$ cat config.mk
export PLATFORM = sky130hd
export DESIGN_NAME = ltp_top
export DESIGN_NICKNAME = d
export VERILOG_FILES = /design/src/hdl/ltp_pkg.sv /design/src/hdl/ltp_code_match.sv /design/src/hdl/ltp_top.sv
export VERILOG_INCLUDE_DIRS = /design/src /design/src/hdl
export SDC_FILE = /design/constraint.sdc
export NUM_CORES = 1
export LEC_CHECK = 0
export BUFFER_PORTS_ARGS = -buffer_cell sky130_fd_sc_hd__buf_2
export CAP_MARGIN = 30
export CORE_ASPECT_RATIO = 1.5
export CORE_MARGIN = 2
export CORE_UTILIZATION = 60
export CTS_CLUSTER_SIZE = 40
export DETAILED_ROUTE_END_ITERATION = 6
export PLACE_DENSITY = 0.77
export SYNTH_ARGS = -nofsm -noshare
export SYNTH_HDL_FRONTEND = slang
export SYNTH_SLANG_ARGS = --single-unit
$ cat constraint.sdc
create_clock -name sys_clk -period 7.1 [get_ports sys_clk]
set_clock_uncertainty 0.15 [all_clocks]
set_input_delay 0 -clock sys_clk [delete_from_list [all_inputs] [get_ports sys_clk]]
set_output_delay 0 -clock sys_clk [all_outputs]
set_load 0.005 [all_outputs]
$ cat src/hdl/ltp_map.svh
`ifndef LTP_MAP_SVH
`define LTP_MAP_SVH

// register offsets
`define LTP_A_PATCTL 8'h0a
`define LTP_A_LBCTL 8'h0b
`define LTP_A_LENCTL 8'h0c
`define LTP_A_TXCODE 8'h0d
`define LTP_A_ACTCODE 8'h0e
`define LTP_A_DEACODE 8'h0f
`define LTP_A_ERRCTL 8'h10
`define LTP_A_IMASK 8'h11
`define LTP_A_IEDGE 8'h13
`define LTP_A_LINE_STATUS_PRIMARY 8'h14
`define LTP_A_LINE_STATUS_SECONDARY 8'h15
`define LTP_A_IFLAG 8'h16
`define LTP_A_CNTLO 8'h18
`define LTP_A_CNTHI 8'h19

// field positions
`define LTP_B_CLKSEL 2
`define LTP_B_INV 3
`define LTP_B_ALP 0
`define LTP_B_DLP 1
`define LTP_B_RLP 2
`define LTP_B_AUTO_REMOTE_LOOPBACK_ENABLE 3

// reset values
`define LTP_RST_REG 8'h00
`define LTP_GEN_SEED 20'hfffff

// lock window
`define LTP_LOCK_MAX 7'd6
`define LTP_ERRWIN_RST 7'd64

// timing
`define LTP_CLK_MHZ 200
`define LTP_E1_CODE_MS 30
`define LTP_T1_CODE_MS 40
`define LTP_AUTO_MS 5100
`define LTP_E1_CODE_CYC (`LTP_E1_CODE_MS * `LTP_CLK_MHZ * 1000)
`define LTP_T1_CODE_CYC (`LTP_T1_CODE_MS * `LTP_CLK_MHZ * 1000)
`define LTP_AUTO_CYC (`LTP_AUTO_MS * `LTP_CLK_MHZ * 1000)

`endif

$ cat src/hdl/ltp_pkg.sv
package ltp_pkg;

    typedef enum logic [1:0] {
        LTP_SEQ_NORMAL = 2'b00,
        LTP_SEQ_ONES = 2'b01,
        LTP_SEQ_PRBS = 2'b10,
        LTP_SEQ_CODE = 2'b11
    } ltp_seq_t;

    typedef struct packed {
        logic stb;
        logic dat;
    } ltp_bit_t;

    typedef struct packed {
        logic [2:0] phase;
        logic [5:0] score;
        logic found;
    } ltp_match_t;

    typedef struct packed {
        logic [1:0] txc_s;
        logic [1:0] mck_s;
        logic [1:0] rxc_s;
        logic [1:0] rxd_s;
        logic [1:0] sd_s;
        logic txc_p;
        logic mck_p;
        logic rxc_p;
        logic [7:0] pat_ctl;
        logic [7:0] lb_ctl;
        logic [7:0] len_ctl;
        logic [7:0] tx_code;
        logic [7:0] act_code;
        logic [7:0] dea_code;
        logic [7:0] err_ctl;
        logic [7:0] imask;
        logic [7:0] iedge;
        logic [2:0] flags;
        logic [7:0] rdata;
        ltp_bit_t tx;
        ltp_bit_t rx;
        logic [19:0] gen;
        logic [19:0] chk;
        logic [63:0] errwin;
        logic [6:0] errcnt;
        logic lock;
        logic [2:0] code_ph;
        logic [1:0] cd_st;
        logic [1:0][31:0] cd_tmr;
        logic [1:0][31:0] cd_long;
        logic auto_on;
        logic [15:0] err_count;
    } ltp_state_t;

endpackage

$ cat src/hdl/ltp_code_match.sv
`timescale 1ns/100ps
module ltp_code_match
    import ltp_pkg::*;
#(
    parameter int unsigned HIT = 48,
    parameter int unsigned PENALTY = 4
) (
    // clock and reset
    input wire logic sys_clk,
    input wire logic resetn,
    // received stream
    input wire ltp_bit_t rx_bit,
    // code setting
    input wire logic [7:0] pattern,
    input wire logic [1:0] length,
    // result
    output logic found
);

    ltp_match_t q;
    ltp_match_t d;
    logic [2:0] last;
    logic [2:0] nxt_ph;
    logic exp_bit;

    // phase-locked compare; a leaky score rides out sparse bit errors
    always_comb begin
        d = q;
        last = 3'(length) + 3'h4;
        exp_bit = pattern[last - q.phase];
        nxt_ph = (q.phase == last) ? 3'h0 : q.phase + 3'h1;
        if (rx_bit.stb) begin
            if (rx_bit.dat == exp_bit) begin
                if (q.score != 6'h3f) begin
                    d.score = q.score + 6'h01;
                end
                d.phase = nxt_ph;
            end else if (q.score >= 6'(PENALTY)) begin
                d.score = q.score - 6'(PENALTY);
                d.phase = nxt_ph;
            end else begin
                // phase held: alignment slips one bit while hunting
                d.score = 6'h00;
            end
        end
        d.found = d.score >= 6'(HIT);
    end

    always_ff @(posedge sys_clk or negedge resetn) begin
        if (!resetn) begin
            q <= '0;
        end else begin
            q <= d;
        end
    end

    assign found = q.found;

endmodule

$ cat src/hdl/ltp_top.sv
// Notes on behaviour
// - patterns clock from tx clock, else reference
// - select zero, normal: system data passes
// - field 01 sends continuous ones
// - reference clock with 00 sends zeros
// - 2^20-1 for T1, 2^15-1 for E1
// - field 10 sends sequence, msb first, invertible
// - lock when window errors six or fewer
// - lock changes latch into change flag
// - set flag with enable raises interrupt
// - kind 00 counts sequence errors, 16 bits
// - analog loop returns transmit to receive
// - digital loop returns transmit to receive
// - patterns still override transmit in analog or digital loopback
// - remote loop sends received data back out
// - field 11 repeats loop code unframed
// - transmit code 8 bits, length 5-8
// - activate and deactivate codes matched separately
// - status after code held 30/40 ms
// - edge select chooses rising or all; read clears
// - long activate code starts remote loop
// - long deactivate code ends remote loop
// - clearing auto enable drops automatic loop
`timescale 1ns/100ps
`include "ltp_map.svh"
module ltp_top
    import ltp_pkg::*;
#(
    parameter int unsigned E1_CODE_CYC = `LTP_E1_CODE_CYC,
    parameter int unsigned T1_CODE_CYC = `LTP_T1_CODE_CYC,
    parameter int unsigned AUTO_CYC = `LTP_AUTO_CYC
) (
    // clock and reset
    input wire logic sys_clk,
    input wire logic resetn,
    // register port
    input wire logic [7:0] reg_addr,
    input wire logic [7:0] reg_wdata,
    input wire logic reg_wr,
    input wire logic reg_rd,
    output logic [7:0] reg_rdata,
    // line standard, high for T1/J1
    input wire logic t1_mode,
    // system transmit side
    input wire logic sys_tx_data,
    input wire logic line_transmit_clock,
    input wire logic master_ref_clock,
    // recovered line receive side
    input wire logic rx_line_clock,
    input wire logic rx_line_data,
    // outputs
    output ltp_bit_t line_tx,
    output ltp_bit_t rx_out,
    output logic irq
);

    ltp_state_t q;
    ltp_state_t d;
    ltp_seq_t seq;
    logic txc_edge;
    logic mck_edge;
    logic tstb;
    logic clksel;
    logic inv;
    logic rlb;
    logic loop_in;
    ltp_bit_t line_rx;
    ltp_bit_t rs;
    logic [1:0] found;
    logic [2:0] last;
    logic gen_bit;
    logic fb;
    logic chk_b;
    logic pred;
    logic err;
    logic [2:0] cur;
    logic [2:0] prev;
    logic [2:0] ev;
    logic [31:0] code_lim;
    logic [31:0] auto_lim;

    always_comb begin
        d = q;
        d.txc_s = {q.txc_s[0], line_transmit_clock};
        d.mck_s = {q.mck_s[0], master_ref_clock};
        d.rxc_s = {q.rxc_s[0], rx_line_clock};
        d.rxd_s = {q.rxd_s[0], rx_line_data};
        d.sd_s = {q.sd_s[0], sys_tx_data};
        d.txc_p = q.txc_s[1];
        d.mck_p = q.mck_s[1];
        d.rxc_p = q.rxc_s[1];
        txc_edge = q.txc_s[1] & ~q.txc_p;
        mck_edge = q.mck_s[1] & ~q.mck_p;
        seq = ltp_seq_t'(q.pat_ctl[1:0]);
        clksel = q.pat_ctl[`LTP_B_CLKSEL];
        inv = q.pat_ctl[`LTP_B_INV];
        tstb = clksel ? mck_edge : txc_edge;
        rlb = q.lb_ctl[`LTP_B_RLP] | q.auto_on;
        code_lim = t1_mode ? T1_CODE_CYC : E1_CODE_CYC;
        auto_lim = AUTO_CYC;
        line_rx.stb = q.rxc_s[1] & ~q.rxc_p;
        line_rx.dat = q.rxd_s[1];

        // transmit source
        last = 3'(q.len_ctl[1:0]) + 3'h4;
        gen_bit = t1_mode ? q.gen[19] : q.gen[14];
        if (t1_mode && q.gen[18:5] == 14'h0) begin
            gen_bit = 1'b1;
        end
        fb = t1_mode ? (q.gen[19] ^ q.gen[16]) : (q.gen[14] ^ q.gen[13]);
        d.tx.stb = 1'b0;
        if (rlb) begin
            d.tx = line_rx;
        end else if (tstb) begin
            d.tx.stb = 1'b1;
            case (seq)
                LTP_SEQ_NORMAL: begin
                    d.tx.dat = clksel ? 1'b0 : q.sd_s[1];
                end
                LTP_SEQ_ONES: begin
                    d.tx.dat = 1'b1;
                end
                LTP_SEQ_PRBS: begin
                    d.tx.dat = gen_bit ^ inv;
                    d.gen = {q.gen[18:0], fb};
                end
                default: begin
                    d.tx.dat = q.tx_code[last - q.code_ph];
                    d.code_ph = (q.code_ph == last) ? 3'h0 : q.code_ph + 3'h1;
                end
            endcase
        end
        if (seq != LTP_SEQ_CODE) begin
            d.code_ph = 3'h0;
        end

        // receive source
        loop_in = q.lb_ctl[`LTP_B_ALP] | q.lb_ctl[`LTP_B_DLP];
        rs = loop_in ? q.tx : line_rx;
        d.rx = rs;

        // sequence checker, self synchronising
        chk_b = rs.dat ^ inv;
        pred = t1_mode ? (q.chk[19] ^ q.chk[16]) : (q.chk[14] ^ q.chk[13]);
        err = rs.stb & (chk_b != pred);
        if (rs.stb) begin
            d.chk = {q.chk[18:0], chk_b};
            d.errwin = {q.errwin[62:0], err};
            d.errcnt = q.errcnt + 7'(err) - 7'(q.errwin[63]);
            d.lock = d.errcnt <= `LTP_LOCK_MAX;
        end
        if (err && q.err_ctl[1:0] == 2'b00 && q.err_count != 16'hffff) begin
            d.err_count = q.err_count + 16'h0001;
        end

        // loop code status and automatic remote loop
        for (int i = 0; i < 2; i++) begin
            if (found[i]) begin
                if (q.cd_tmr[i] <= code_lim) begin
                    d.cd_tmr[i] = q.cd_tmr[i] + 32'h1;
                end
                if (q.cd_long[i] <= auto_lim) begin
                    d.cd_long[i] = q.cd_long[i] + 32'h1;
                end
            end else begin
                d.cd_tmr[i] = 32'h0;
                d.cd_long[i] = 32'h0;
            end
            d.cd_st[i] = d.cd_tmr[i] > code_lim;
        end
        if (!q.lb_ctl[`LTP_B_AUTO_REMOTE_LOOPBACK_ENABLE]) begin
            d.auto_on = 1'b0;
        end else if (d.cd_long[0] > auto_lim) begin
            d.auto_on = 1'b1;
        end else if (d.cd_long[1] > auto_lim) begin
            d.auto_on = 1'b0;
        end

        // change flags: set wins over clear on read
        cur = {d.cd_st, d.lock};
        prev = {q.cd_st, q.lock};
        ev = (cur & ~prev) | ((cur ^ prev) & q.iedge[2:0]);
        if (reg_rd && reg_addr == `LTP_A_IFLAG) begin
            d.flags = 3'h0;
        end
        d.flags = d.flags | ev;

        // register writes
        if (reg_wr) begin
            if (reg_addr == `LTP_A_PATCTL) begin
                d.pat_ctl = reg_wdata;
            end else if (reg_addr == `LTP_A_LBCTL) begin
                d.lb_ctl = reg_wdata;
            end else if (reg_addr == `LTP_A_LENCTL) begin
                d.len_ctl = reg_wdata;
            end else if (reg_addr == `LTP_A_TXCODE) begin
                d.tx_code = reg_wdata;
            end else if (reg_addr == `LTP_A_ACTCODE) begin
                d.act_code = reg_wdata;
            end else if (reg_addr == `LTP_A_DEACODE) begin
                d.dea_code = reg_wdata;
            end else if (reg_addr == `LTP_A_ERRCTL) begin
                d.err_ctl = reg_wdata;
            end else if (reg_addr == `LTP_A_IMASK) begin
                d.imask = reg_wdata;
            end else if (reg_addr == `LTP_A_IEDGE) begin
                d.iedge = reg_wdata;
            end
        end

        // register reads, data valid only in the next cycle
        d.rdata = 8'h00;
        if (reg_rd) begin
            if (reg_addr == `LTP_A_PATCTL) begin
                d.rdata = q.pat_ctl;
            end else if (reg_addr == `LTP_A_LBCTL) begin
                d.rdata = q.lb_ctl;
            end else if (reg_addr == `LTP_A_LENCTL) begin
                d.rdata = q.len_ctl;
            end else if (reg_addr == `LTP_A_TXCODE) begin
                d.rdata = q.tx_code;
            end else if (reg_addr == `LTP_A_ACTCODE) begin
                d.rdata = q.act_code;
            end else if (reg_addr == `LTP_A_DEACODE) begin
                d.rdata = q.dea_code;
            end else if (reg_addr == `LTP_A_ERRCTL) begin
                d.rdata = q.err_ctl;
            end else if (reg_addr == `LTP_A_IMASK) begin
                d.rdata = q.imask;
            end else if (reg_addr == `LTP_A_IEDGE) begin
                d.rdata = q.iedge;
            end else if (reg_addr == `LTP_A_LINE_STATUS_PRIMARY) begin
                d.rdata = {5'h00, q.cd_st, q.lock};
            end else if (reg_addr == `LTP_A_LINE_STATUS_SECONDARY) begin
                d.rdata = {7'h00, q.auto_on};
            end else if (reg_addr == `LTP_A_IFLAG) begin
                d.rdata = {5'h00, q.flags};
            end else if (reg_addr == `LTP_A_CNTLO) begin
                d.rdata = q.err_count[7:0];
            end else if (reg_addr == `LTP_A_CNTHI) begin
                d.rdata = q.err_count[15:8];
            end
        end
    end

    always_ff @(posedge sys_clk or negedge resetn) begin
        if (!resetn) begin
            q <= '0;
            q.gen <= `LTP_GEN_SEED;
            // empty window counts as all errors so lock needs real sequence
            q.errwin <= '1;
            q.errcnt <= `LTP_ERRWIN_RST;
        end else begin
            q <= d;
        end
    end

    // activate and deactivate code detectors
    for (genvar g = 0; g < 2; g++) begin : g_code
        ltp_code_match u_match (
            .sys_clk(sys_clk),
            .resetn(resetn),
            .rx_bit(rs),
            .pattern(g == 0 ? q.act_code : q.dea_code),
            .length(g == 0 ? q.len_ctl[3:2] : q.len_ctl[5:4]),
            .found(found[g])
        );
    end

    assign reg_rdata = q.rdata;
    assign line_tx = q.tx;
    assign rx_out = q.rx;
    assign irq = |(q.flags & q.imask[2:0]);
endmodule

* Word-level counts from Yosys, hierarchy flattened *
Cells that the tools add are included.

word-level totals
  bits of input ports = 26
  bits in registers = 382
  logic and storage cells = 226

cells by class
  add/sub/neg operators = 20
  bitwise logic cells = 31
  eq/ne operators = 29
  reduce and logical (&&, ||, !) cells = 26
  multiplexer cells = 62
  magnitude comparators = 16

operator list
  kind                                                              number
  2-to-1 mux 32 bit                                                 8
  adder 32 x 1 -> 32 bit (second input constant)                    4
  2-to-1 mux 8 bit                                                  15
  == test 8 x 5 -> 1 bit (second input constant)                    8
  greater-than comparator 32 x 23 -> 1 bit                          2
  greater-than comparator 32 x 30 -> 1 bit (second input constant)  2
  <= comparator 32 x 23 -> 1 bit                                    2
  <= comparator 32 x 30 -> 1 bit (second input constant)            2
  == test 8 x 4 -> 1 bit (second input constant)                    6
  2-to-1 mux 6 bit                                                  6
  2-to-1 mux 3 bit                                                  10
  2-to-1 mux 22 bit                                                 1
  2-to-1 mux 9 bit                                                  2
  adder 16 x 1 -> 16 bit (second input constant)                    1
  inequality test 16 bit (second input constant)                    1
  logical NOT 14 bit                                                1
  2-to-1 mux 1 bit                                                  13
  adder 6 x 1 -> 6 bit (second input constant)                      2
  >= comparator 6 x 3 -> 1 bit (second input constant)              2
  >= comparator 6 bit (second input constant)                       2
  < comparator 3 x 4 -> 1 bit (second input constant)               3
  inequality test 6 bit (second input constant)                     2
  NOT 1 bit                                                         12
  subtractor 6 x 3 -> 6 bit (second input constant)                 2
  37 further kinds                                                  75

* Depth between registers and ports, before layout *
Gate-level depths: netlist (run 1).

  word-level depth = 16
  gate-level depth with buffers = 25
  depth with buffers taken out = 25

* Modules after synthesis *
From an unflattened synthesis (run 1), not the netlist that was laid out.

second synthesis, totals
  cells, all modules = 1845
  area total of the unflattened synthesis = 19966.6 um^2

by module, submodules not included
  module          times used  area each (um^2)  cells an instance  sequential area each (um^2)
  ltp_top         1           18257.5           1665               9165.0
  ltp_code_match  2           854.6             90                 250.2

* Least setup slack after synthesis (run 1) *
No wires, ideal clock.

  kind = register to register
  start point = register q[102] (netlist bit)
  end point = register q[275] (netlist bit)
  setup slack = 1977 ps
  cell stages (with the launch flop) = 24
  buffers on the path = 0
  setup time = 126 ps
  data required time = 6824 ps
  arrival = 4847 ps
  cells stage by stage = dfrtp_1 ha_1 nand4_1 or2_0 or4_1 or4_1 and2_1 or2_1 nor2_1 nand3_1 xnor2_1 and2_1 ha_1 nor2b_1 o21ai_0 nand2_1 a21oi_1 a21boi_0 o21ai_0 a21oi_1 o22a_1 ha_1 inv_1 a221o_1

RTL lines
  what                RTL line       text
  start: declaration  ltp_top.sv:57  ltp_state_t q;

==> run summary, run 1 <==
The clock sink total was 382; the biggest fanout along the worst timing path was 14. In this run the critical register-to-register path is captured at q[275]. The tools report the worst slew slack as a fraction of its limit as 0.286. At the pin with the least slew margin, the transition time is 1.06 ns. Based on the critical path, the design can be clocked at up to 172 MHz.

The H-tree was split into 2 levels. After routing the design area is 0.0217 mm^2. Port buffering added 38 buffers. In this run the worst setup path begins at q[102]. The period utilization is 0.821. A synthesized cell averages 9.84 um^2. The count of instances resized after the clock tree is built was 0; the setup TNS after final layout was 0 ns.

The run gives 38 as the number of buffers inserted during clock tree synthesis. The first detailed-routing pass took 6 iterations. The max-cap check violation count came out at 0.

The layout overhead on the synthesized area came out at 10.4%. The total standard cell area after synthesis is 0.0197 mm^2. The tools report the number of buffers between clock root and the deepest sink as 3. The run gives 0.933 as the final weighted congestion in routability-driven placement. Among all flip-flop cells after synthesis, the most frequent one is sky130_fd_sc_hd__dfrtp_1. For the number of setup violations in the final report, the log shows 0.

The tools report the final-report hold violation count as 23. The cell area after placement was 0.0202 mm^2; the number of global-route vias before repair was 15300. The total grt overflow is 0, and the average wire per cell in the routed design is 18.0 um. The run gives 0.0343 mm^2 as the full die area.

The min-delay analysis places its worst path in the category in -> async. For the starting density of the core, the log shows 0.607. The tools report the data arrival at the endpoint of the critical path as 6.10 ns.

The sort of element at the start of the critical path was a flip-flop. For the worst-skew pair, the clock arrives at the later sink with an insertion delay of 0.55 ns. The number of warnings reported in the yosys synthesis log came out at 0.

The total vias in the final route is 14800. The routed design could run at a clock period as short as 5.83 ns. The number of distinct standard cells referenced by the synthesized netlist was 78. Power spread over the standard cell area amounts to 257 mW/mm^2.

TritonCTS built the clock tree. The number of flops mapped to enable cells by yosys came out at 0. The biggest area contributor in the post-synthesis netlist is sky130_fd_sc_hd__dfrtp_1. Library cell with the highest instance count after synthesis: sky130_fd_sc_hd__nand2_1.

For the core area, the log shows 0.0324 mm^2. The tools report the termination of the worst setup path as q[275]. During I/O placement, the number of pins put on the boundary was 39.

The tools report the cell at the root of the clock tree as sky130_fd_sc_hd__clkbuf_16. Post-CTS timing repair inserted 0 buffers for setup. Data on the critical path is required at its endpoint by 7.38 ns. Horizontal die dimension: 152 um.

For the detailed placement HPWL, the log shows 30500 um. Count of nets after finishing: 2138. Setup repair after global routing left no endpoint under its margin. The floorplan has 81 rows. The maximum ir drop on the vdd rail came out at 0.231 mV.

In this run the static leakage power is 0.00985 uW. The number of cells on the worst reg-to-reg path is 21. For the worst hold-check slack, the log shows -0.0900 ns. In the routed design, unresolved DRC markers number 0.

The fraction of final layout cells sized beyond drive strength 1 came out at 0.155. In the post-synthesis netlist, the biggest area contributors are sky130_fd_sc_hd__dfrtp_1, sky130_fd_sc_hd__dfstp_2, sky130_fd_sc_hd__nand2_1, sky130_fd_sc_hd__mux2_2, sky130_fd_sc_hd__ha_1. The violation count after the first detailed-routing iteration is 858, and the vias per cell is 5.97. The proportion of register bits with asynchronous set or reset after synthesis is 1.00. The number of nets with antenna violations after routing came out at 0.

Synthesis inferred 382 register bits. The global-route usage over all layers came out at 0.262. Synthesis produced a netlist with a net count of 2106. The endpoint kind of the worst setup timing path was a flip-flop.

The first global-routing pass estimated 74100 um of wire. The checks that failed: hold timing. Measured along the y axis, the die boundary spans 226 um.

The worst setup path is of the reg -> reg kind. Start of the worst register-to-register path: q[102]. The fraction of synthesized cell area taken by the top area cell type came out at 0.378. The sequential cell area fraction in the yosys report is 0.491. By count the netlist is led by sky130_fd_sc_hd__nand2_1, sky130_fd_sc_hd__dfrtp_1, sky130_fd_sc_hd__nor2_1, sky130_fd_sc_hd__mux2_2, sky130_fd_sc_hd__dfstp_2. The aggregate routed wire length was 44600 um; the instance count of the mapped netlist was 2001. The run finished, with violations left. The clock-pin slew of the registers on the worst-case setup and hold paths is 0.07 ns. The tools report the max-slew violation total from the final report as 0. The setup slack of the most critical reg-to-reg path came out at 1.27 ns. Entering global routing, the biggest net connects 135 pins. The run gives 0 as the number of inserted diodes. The tools report the number of antenna violations at the first check in global routing as 1.
## layout by cell type, fill, tap and decap left out, drive strengths merged, types with 6 or more instances in the layout
cell and count:
and2 36, nand2b 28, a221oi 9, nor3 34, ha 75, or3 10, a31oi 12, clkbuf 54
a211oi 17, inv 73, or2 10, xnor2 70, o211ai 7, a21oi 77, mux4 6, nand4 36
nor2b 11, nor4b 8, mux2i 22, xor2 52, nor2 148, dlygate4sd3 24, nor4 29, nand2 377
o21a 13, o21ai 63, a222oi 10, dfrtp 297, buf 54, nor3b 6, or4 17, nand3 62
clkinv 8, a21o 9, mux2 88, nand4b 6, dfstp 85, and4 6, and3 38
## logic make-up (layout without fill, tap and decap cells)
kind of cell / count (synthesis) / in the layout / share of synthesized area
AOI/OAI and AO/OA: 273 / 273 / 0.0919
xor gates and xnor gates: 122 / 122 / 0.0543
adders and majority gates: 79 / 79 / 0.0517
buffers and inverters: 158 / 219 / 0.0327
DFF: 382 / 382 / 0.491
muxes: 116 / 116 / 0.0684
and+or+nand+nor: 871 / 871 / 0.210
## state kept, by name, indices dropped and copies added, names as in the netlist, named ones only
| register | flops |
|---|---|
| d | 8 |
| line_rx | 1 |
| clksel | 1 |
| inv | 1 |
| reg_rdata | 8 |
| rx_out | 2 |
| prev | 3 |
| g_code.u_match.found | 2 |
| line_tx | 2 |
| g_code.u_match.q | 14 |
| q | 336 |
## where the power goes
group	total (uW)	leakage (uW)	switching (uW)	internal, uW
registers	2580	0.00490	188	2390
logic	947	0.00432	574	373
clock network	2070	0.000625	864	1200
total	5590	0.00985	1630	3960
## metal layers
metal,up-vias,wire length (um),part of all wire,global-route usage
met5,-,0,0,0
met4,0,2050,0.046,0.131
met3,132,1570,0.035,0.0297
met2,340,23600,0.53,0.484
met1,7315,17400,0.39,0.299
li1,7006,-,-,-
## final cells by class
cell class | count | area, um^2
clock buffer | 54 | 1140
clock inverter | 15 | 141
fill | 2519 | 10700
inverter | 72 | 270
multi-input combinational | 1461 | 9390
sequential | 382 | 9670
tap | 415 | 519
timing repair buffer | 78 | 591
## metrics by stage
| step | hold WS (ns) | worst slack [ns] | power [uW] | utilization | std cells |
|---|---|---|---|---|---|
| after CTS | 0.00124 | 1.35 | 5630 | 0.670 | 2477 |
| after detailed placement | -0.0378 | 1.41 | 3540 | 0.623 | 2384 |
| final | -0.0900 | 1.27 | 5590 | 0.670 | 2477 |
| after global placement | -0.0403 | 1.55 | 3490 | 0.622 | 2381 |
| after floorplan | -0.446 | 1.98 | 3250 | - | 2001 |
| after global routing | 0.0300 | 0.888 | 5870 | 0.670 | 2477 |
## worst min-delay path by stage
stage                     cells after the start  slack (ns)     startpoint                         end
after floorplan                               0       -0.45         resetn  asynchronous set/reset pin
after global placement                        1       -0.04   rx_line_data                      d[355]
after detailed placement                      1       -0.04  rx_line_clock                      d[357]
after CTS                                     2       0.001         resetn                      q[128]
after global routing                          2        0.03         resetn                      q[130]
final                                         2       -0.09         resetn                      q[130]
## critical path: stages (launching register included)
cell	delay, ns
sky130_fd_sc_hd__dfrtp_1	0.41
sky130_fd_sc_hd__ha_1	0.28
sky130_fd_sc_hd__nand4_1	0.06
sky130_fd_sc_hd__or2_0	0.23
sky130_fd_sc_hd__or4_1	0.56
sky130_fd_sc_hd__or4_1	0.57
sky130_fd_sc_hd__and2_1	0.35
sky130_fd_sc_hd__or2_1	0.35
sky130_fd_sc_hd__nor2_1	0.21
sky130_fd_sc_hd__nand3_1	0.13
sky130_fd_sc_hd__xnor2_1	0.13
sky130_fd_sc_hd__and2_1	0.17
sky130_fd_sc_hd__ha_1	0.29
sky130_fd_sc_hd__nand4_1	0.12
sky130_fd_sc_hd__nor3_1	0.22
sky130_fd_sc_hd__o211ai_1	0.13
sky130_fd_sc_hd__nor4_1	0.27
sky130_fd_sc_hd__nand4_1	0.16
sky130_fd_sc_hd__o22a_1	0.24
sky130_fd_sc_hd__ha_1	0.29
sky130_fd_sc_hd__inv_1	0.05
sky130_fd_sc_hd__a221o_1	0.35
## what timing repair did
item                                    4_1_cts  5_1_grt
endpoints found under the hold margin       204        0
endpoints found under the setup margin        0        0
hold buffers                                 24        0
No activity file was read; power rests on OpenSTA's default activity.
==> run 2, diff against run 1 <==
Clock period 7.1 ns to 5.65 ns, I/O delays scaled along.
==> run 2 against run 1 <==
Net effect:
- largest cell class unchanged
- critical path type unchanged
- combinational power increased by 27%
- the flow now finishes without violations
- routed wire length decreased by 0.47%
- sequential power increased by 26%
- die area unchanged
==> run summary, run 2 (synthesis gave the netlist of run 1 again) <==
The termination of the worst setup path is q[276] (was q[275]). The detailed placement HPWL came out at 30600 um (was 30500 um). Most common cell after layout, fill and taps aside: sky130_fd_sc_hd__nand2_1 (unchanged). The total vias in the final route came out at 14800 (about the same).

The tools report the final-report hold violation count as 0 (was 23). For the routed length on met1, the log shows 16900 um (was 17400 um). Starting density of the core: 0.607 (unchanged).

The post-route DRC violation count is 0 (unchanged), and the number of buffers between clock root and the deepest sink is 3 (unchanged). The tools report the number of instances in the placed design as 2394 (was 2384). The number of antenna violations at the first check in global routing is 0 (was 1), and the aggregate routed wire length is 44400 um (was 44600 um). The routed length on met2 came out at 23900 um (was 23600 um). Cell at the root of the clock tree: sky130_fd_sc_hd__clkbuf_16 (unchanged). For the full die area, the log shows 0.0343 mm^2 (unchanged). Sort of element at the start of the critical path: a flip-flop (unchanged). The setup TNS after final layout was 0 ns (unchanged). The core area was 0.0324 mm^2 (unchanged); the flip-flop count of the largest register, all copies and words added was 336 (unchanged). The run gives 0.892 (was 0.933) as the final weighted congestion in routability-driven placement. The register with the most flip-flops is q (unchanged).

TritonCTS built the clock tree. The flow ran to the end, and the final reports show no timing, DRC or antenna violations. The vias per cell was 5.96 (was 5.97). The routed length on met3 is 1480 um (was 1570 um), and the data arrival at the endpoint of the critical path is 5.66 ns (was 6.10 ns). The clock-pin slew of the registers on the worst-case setup and hold paths works out to 0.06 ns (was 0.07 ns).

The number of primary I/O pins is 39 (unchanged), and the violation count after the first detailed-routing iteration is 882 (was 858). The logs give 0.54 ns (was 0.55 ns) for the later-pin clock latency in the skew report and 2149 (was 2138) for the count of nets after finishing. The run gives 0.318 mV (was 0.231 mV) as the maximum ir drop on the vdd rail. Leading cell types in the layout, fill and taps excluded: sky130_fd_sc_hd__nand2_1, sky130_fd_sc_hd__dfrtp_1, sky130_fd_sc_hd__nor2_1 (unchanged). The actual slew at the worst max-slew pin is 1.06 ns (about the same), and the required time of the critical path is 5.92 ns (was 7.38 ns). The number of I/O port buffers is 38 (unchanged). The fraction of final layout cells sized beyond drive strength 1 is 0.164 (was 0.155). The number of levels the H-tree was split into was 2 (unchanged).

The power per unit of standard cell area is 322 mW/mm^2 (was 257 mW/mm^2). The number of nets with antenna violations after routing is 0 (unchanged), and the total grt overflow is 0 (unchanged). The endpoint of the most critical register-to-register path was q[276] (was q[275]). The average wire per cell in the routed design was 17.8 um (was 18.0 um); the number of inserted diodes was 0 (unchanged). Peak clock frequency supported by timing: 185 MHz (was 172 MHz). The period utilization is 0.955 (was 0.821), and the number of setup violations in the final report is 0 (unchanged). The horizontal die dimension works out to 152 um (unchanged).

The tools report the timing startpoint of the critical path as q[134] (was q[102]). The logs give 38 (unchanged) for the number of buffers inserted during clock tree synthesis and 0.262 (about the same) for the global-route usage over all layers. The clock sink total came out at 382 (unchanged). The class of the worst hold path was in -> reg (was in -> async). For the number of cell rows, the log shows 81 (unchanged). The start of the worst register-to-register path is q[134] (was q[102]). Layout overhead on the synthesized area: 11.1% (was 10.4%).

The biggest fanout along the worst timing path came out at 5 (was 14). The logs give 0.26 ns (was 1.27 ns) for the setup slack of the most critical reg-to-reg path and 0 (unchanged) for the max-cap check violation count. Regs by FF count: q (336), g_code.u_match.q (14) (unchanged). The leakage power is 0.00992 uW (was 0.00985 uW).

The tools report the global-route wire length before repair as 74200 um (was 74100 um). Minimum clock period after layout: 5.39 ns (was 5.83 ns). The vertical die dimension was 226 um (unchanged); the worst slew slack as a fraction of its limit was 0.288 (was 0.286). The final instance count without filler cells is 2488 (was 2477). Number of global-route vias before repair: 15500 (was 15300).

For the max-slew violation total from the final report, the log shows 0 (unchanged). For the final-layout fill cell count, the log shows 2467 (was 2519). The topmost layer with routed signal wires is met4 (unchanged).

The pin count of the biggest net entering global routing is 167 (was 135), and the cell depth of the worst flop-to-flop path is 22 (was 21). The type of the setup path with the least slack was reg -> reg (unchanged). The detailed-router iteration count before antenna repair was 5 (was 6). Endpoint kind of the worst setup timing path: a flip-flop (unchanged).
-- run 2: metal layers --
metal,up-vias,GRT usage
met5,-,0
met4,0,0.138
met3,144,0.0328
met2,321,0.487
met1,7320,0.292
li1,7040,-
-- run 2: worst min path at each step --
stage                     start                    endpoint  slack, ns  depth (start not counted)
floorplan                resetn  asynchronous set/reset pin      -0.45                          0
global placement         resetn                      q[115]      -0.06                          1
detailed placement       resetn                      q[115]      -0.06                          1
CTS                 reg_addr[3]                reg_rdata[5]       0.03                          5
global route        reg_addr[3]                reg_rdata[5]       0.07                          5
finish              reg_addr[3]                reg_rdata[5]       0.04                          5
-- run 2: what timing repair did --
item	in CTS	in global routing
hold buffers	24	0
hold endpoints to repair	196	0
buffers inserted	0	1
resized for setup	0	18
endpoints found under the setup margin	0	2
-- run 2: critical path: stages (launching register included) --
cell                       delay [ns]
sky130_fd_sc_hd__dfrtp_1         0.39
sky130_fd_sc_hd__ha_1            0.28
sky130_fd_sc_hd__nand4_1         0.14
sky130_fd_sc_hd__or4_1           0.57
sky130_fd_sc_hd__or4_4           0.58
sky130_fd_sc_hd__nand2_2         0.14
sky130_fd_sc_hd__and3b_2         0.25
sky130_fd_sc_hd__nand2_1         0.08
sky130_fd_sc_hd__xor2_1          0.15
sky130_fd_sc_hd__nor2_2          0.12
sky130_fd_sc_hd__ha_1            0.26
sky130_fd_sc_hd__a21o_1          0.16
sky130_fd_sc_hd__a21o_1          0.16
sky130_fd_sc_hd__a21oi_1         0.13
sky130_fd_sc_hd__nor2b_1         0.06
sky130_fd_sc_hd__o41ai_1         0.25
sky130_fd_sc_hd__o211ai_1        0.19
sky130_fd_sc_hd__a221oi_2        0.27
sky130_fd_sc_hd__o21ai_1         0.11
sky130_fd_sc_hd__o31a_1          0.16
sky130_fd_sc_hd__ha_1            0.29
sky130_fd_sc_hd__inv_1           0.04
sky130_fd_sc_hd__a221o_1         0.33
-- run 2: power by group --
part | internal, uW | leakage, uW | total [uW] | switching [uW]
Sequential | 3000 | 0.00490 | 3240 | 233
Combinational | 478 | 0.00439 | 1200 | 718
Clock | 1550 | 0.000629 | 2610 | 1060
-- run 2: per-stage QoR --
step | total power (uW) | setup slack, ns | area [um^2] | hold WS (ns) | util
global placement | 4390 | 0.191 | 20200 | -0.0625 | 0.624
detailed placement | 4460 | 0.123 | 20300 | -0.0550 | 0.625
finish | 7040 | 0.256 | 21900 | 0.0408 | 0.674
global route | 7400 | -0.0313 | 21900 | 0.0728 | 0.674
CTS | 7110 | 0.0953 | 21800 | 0.0318 | 0.672
floorplan | 4080 | 0.527 | 19700 | -0.446 | -
-- run 2: final cells by class --
class                   instances  area, um^2  share of cell area
well taps                     415         519              0.0237
multi-input cells            1461        9450               0.432
clock inverters                15         185             0.00847
repair buffers                 89         681              0.0311
flip-flops and latches        382        9670               0.442
inverters                      72         270              0.0124
clock buffers                  54        1100              0.0504
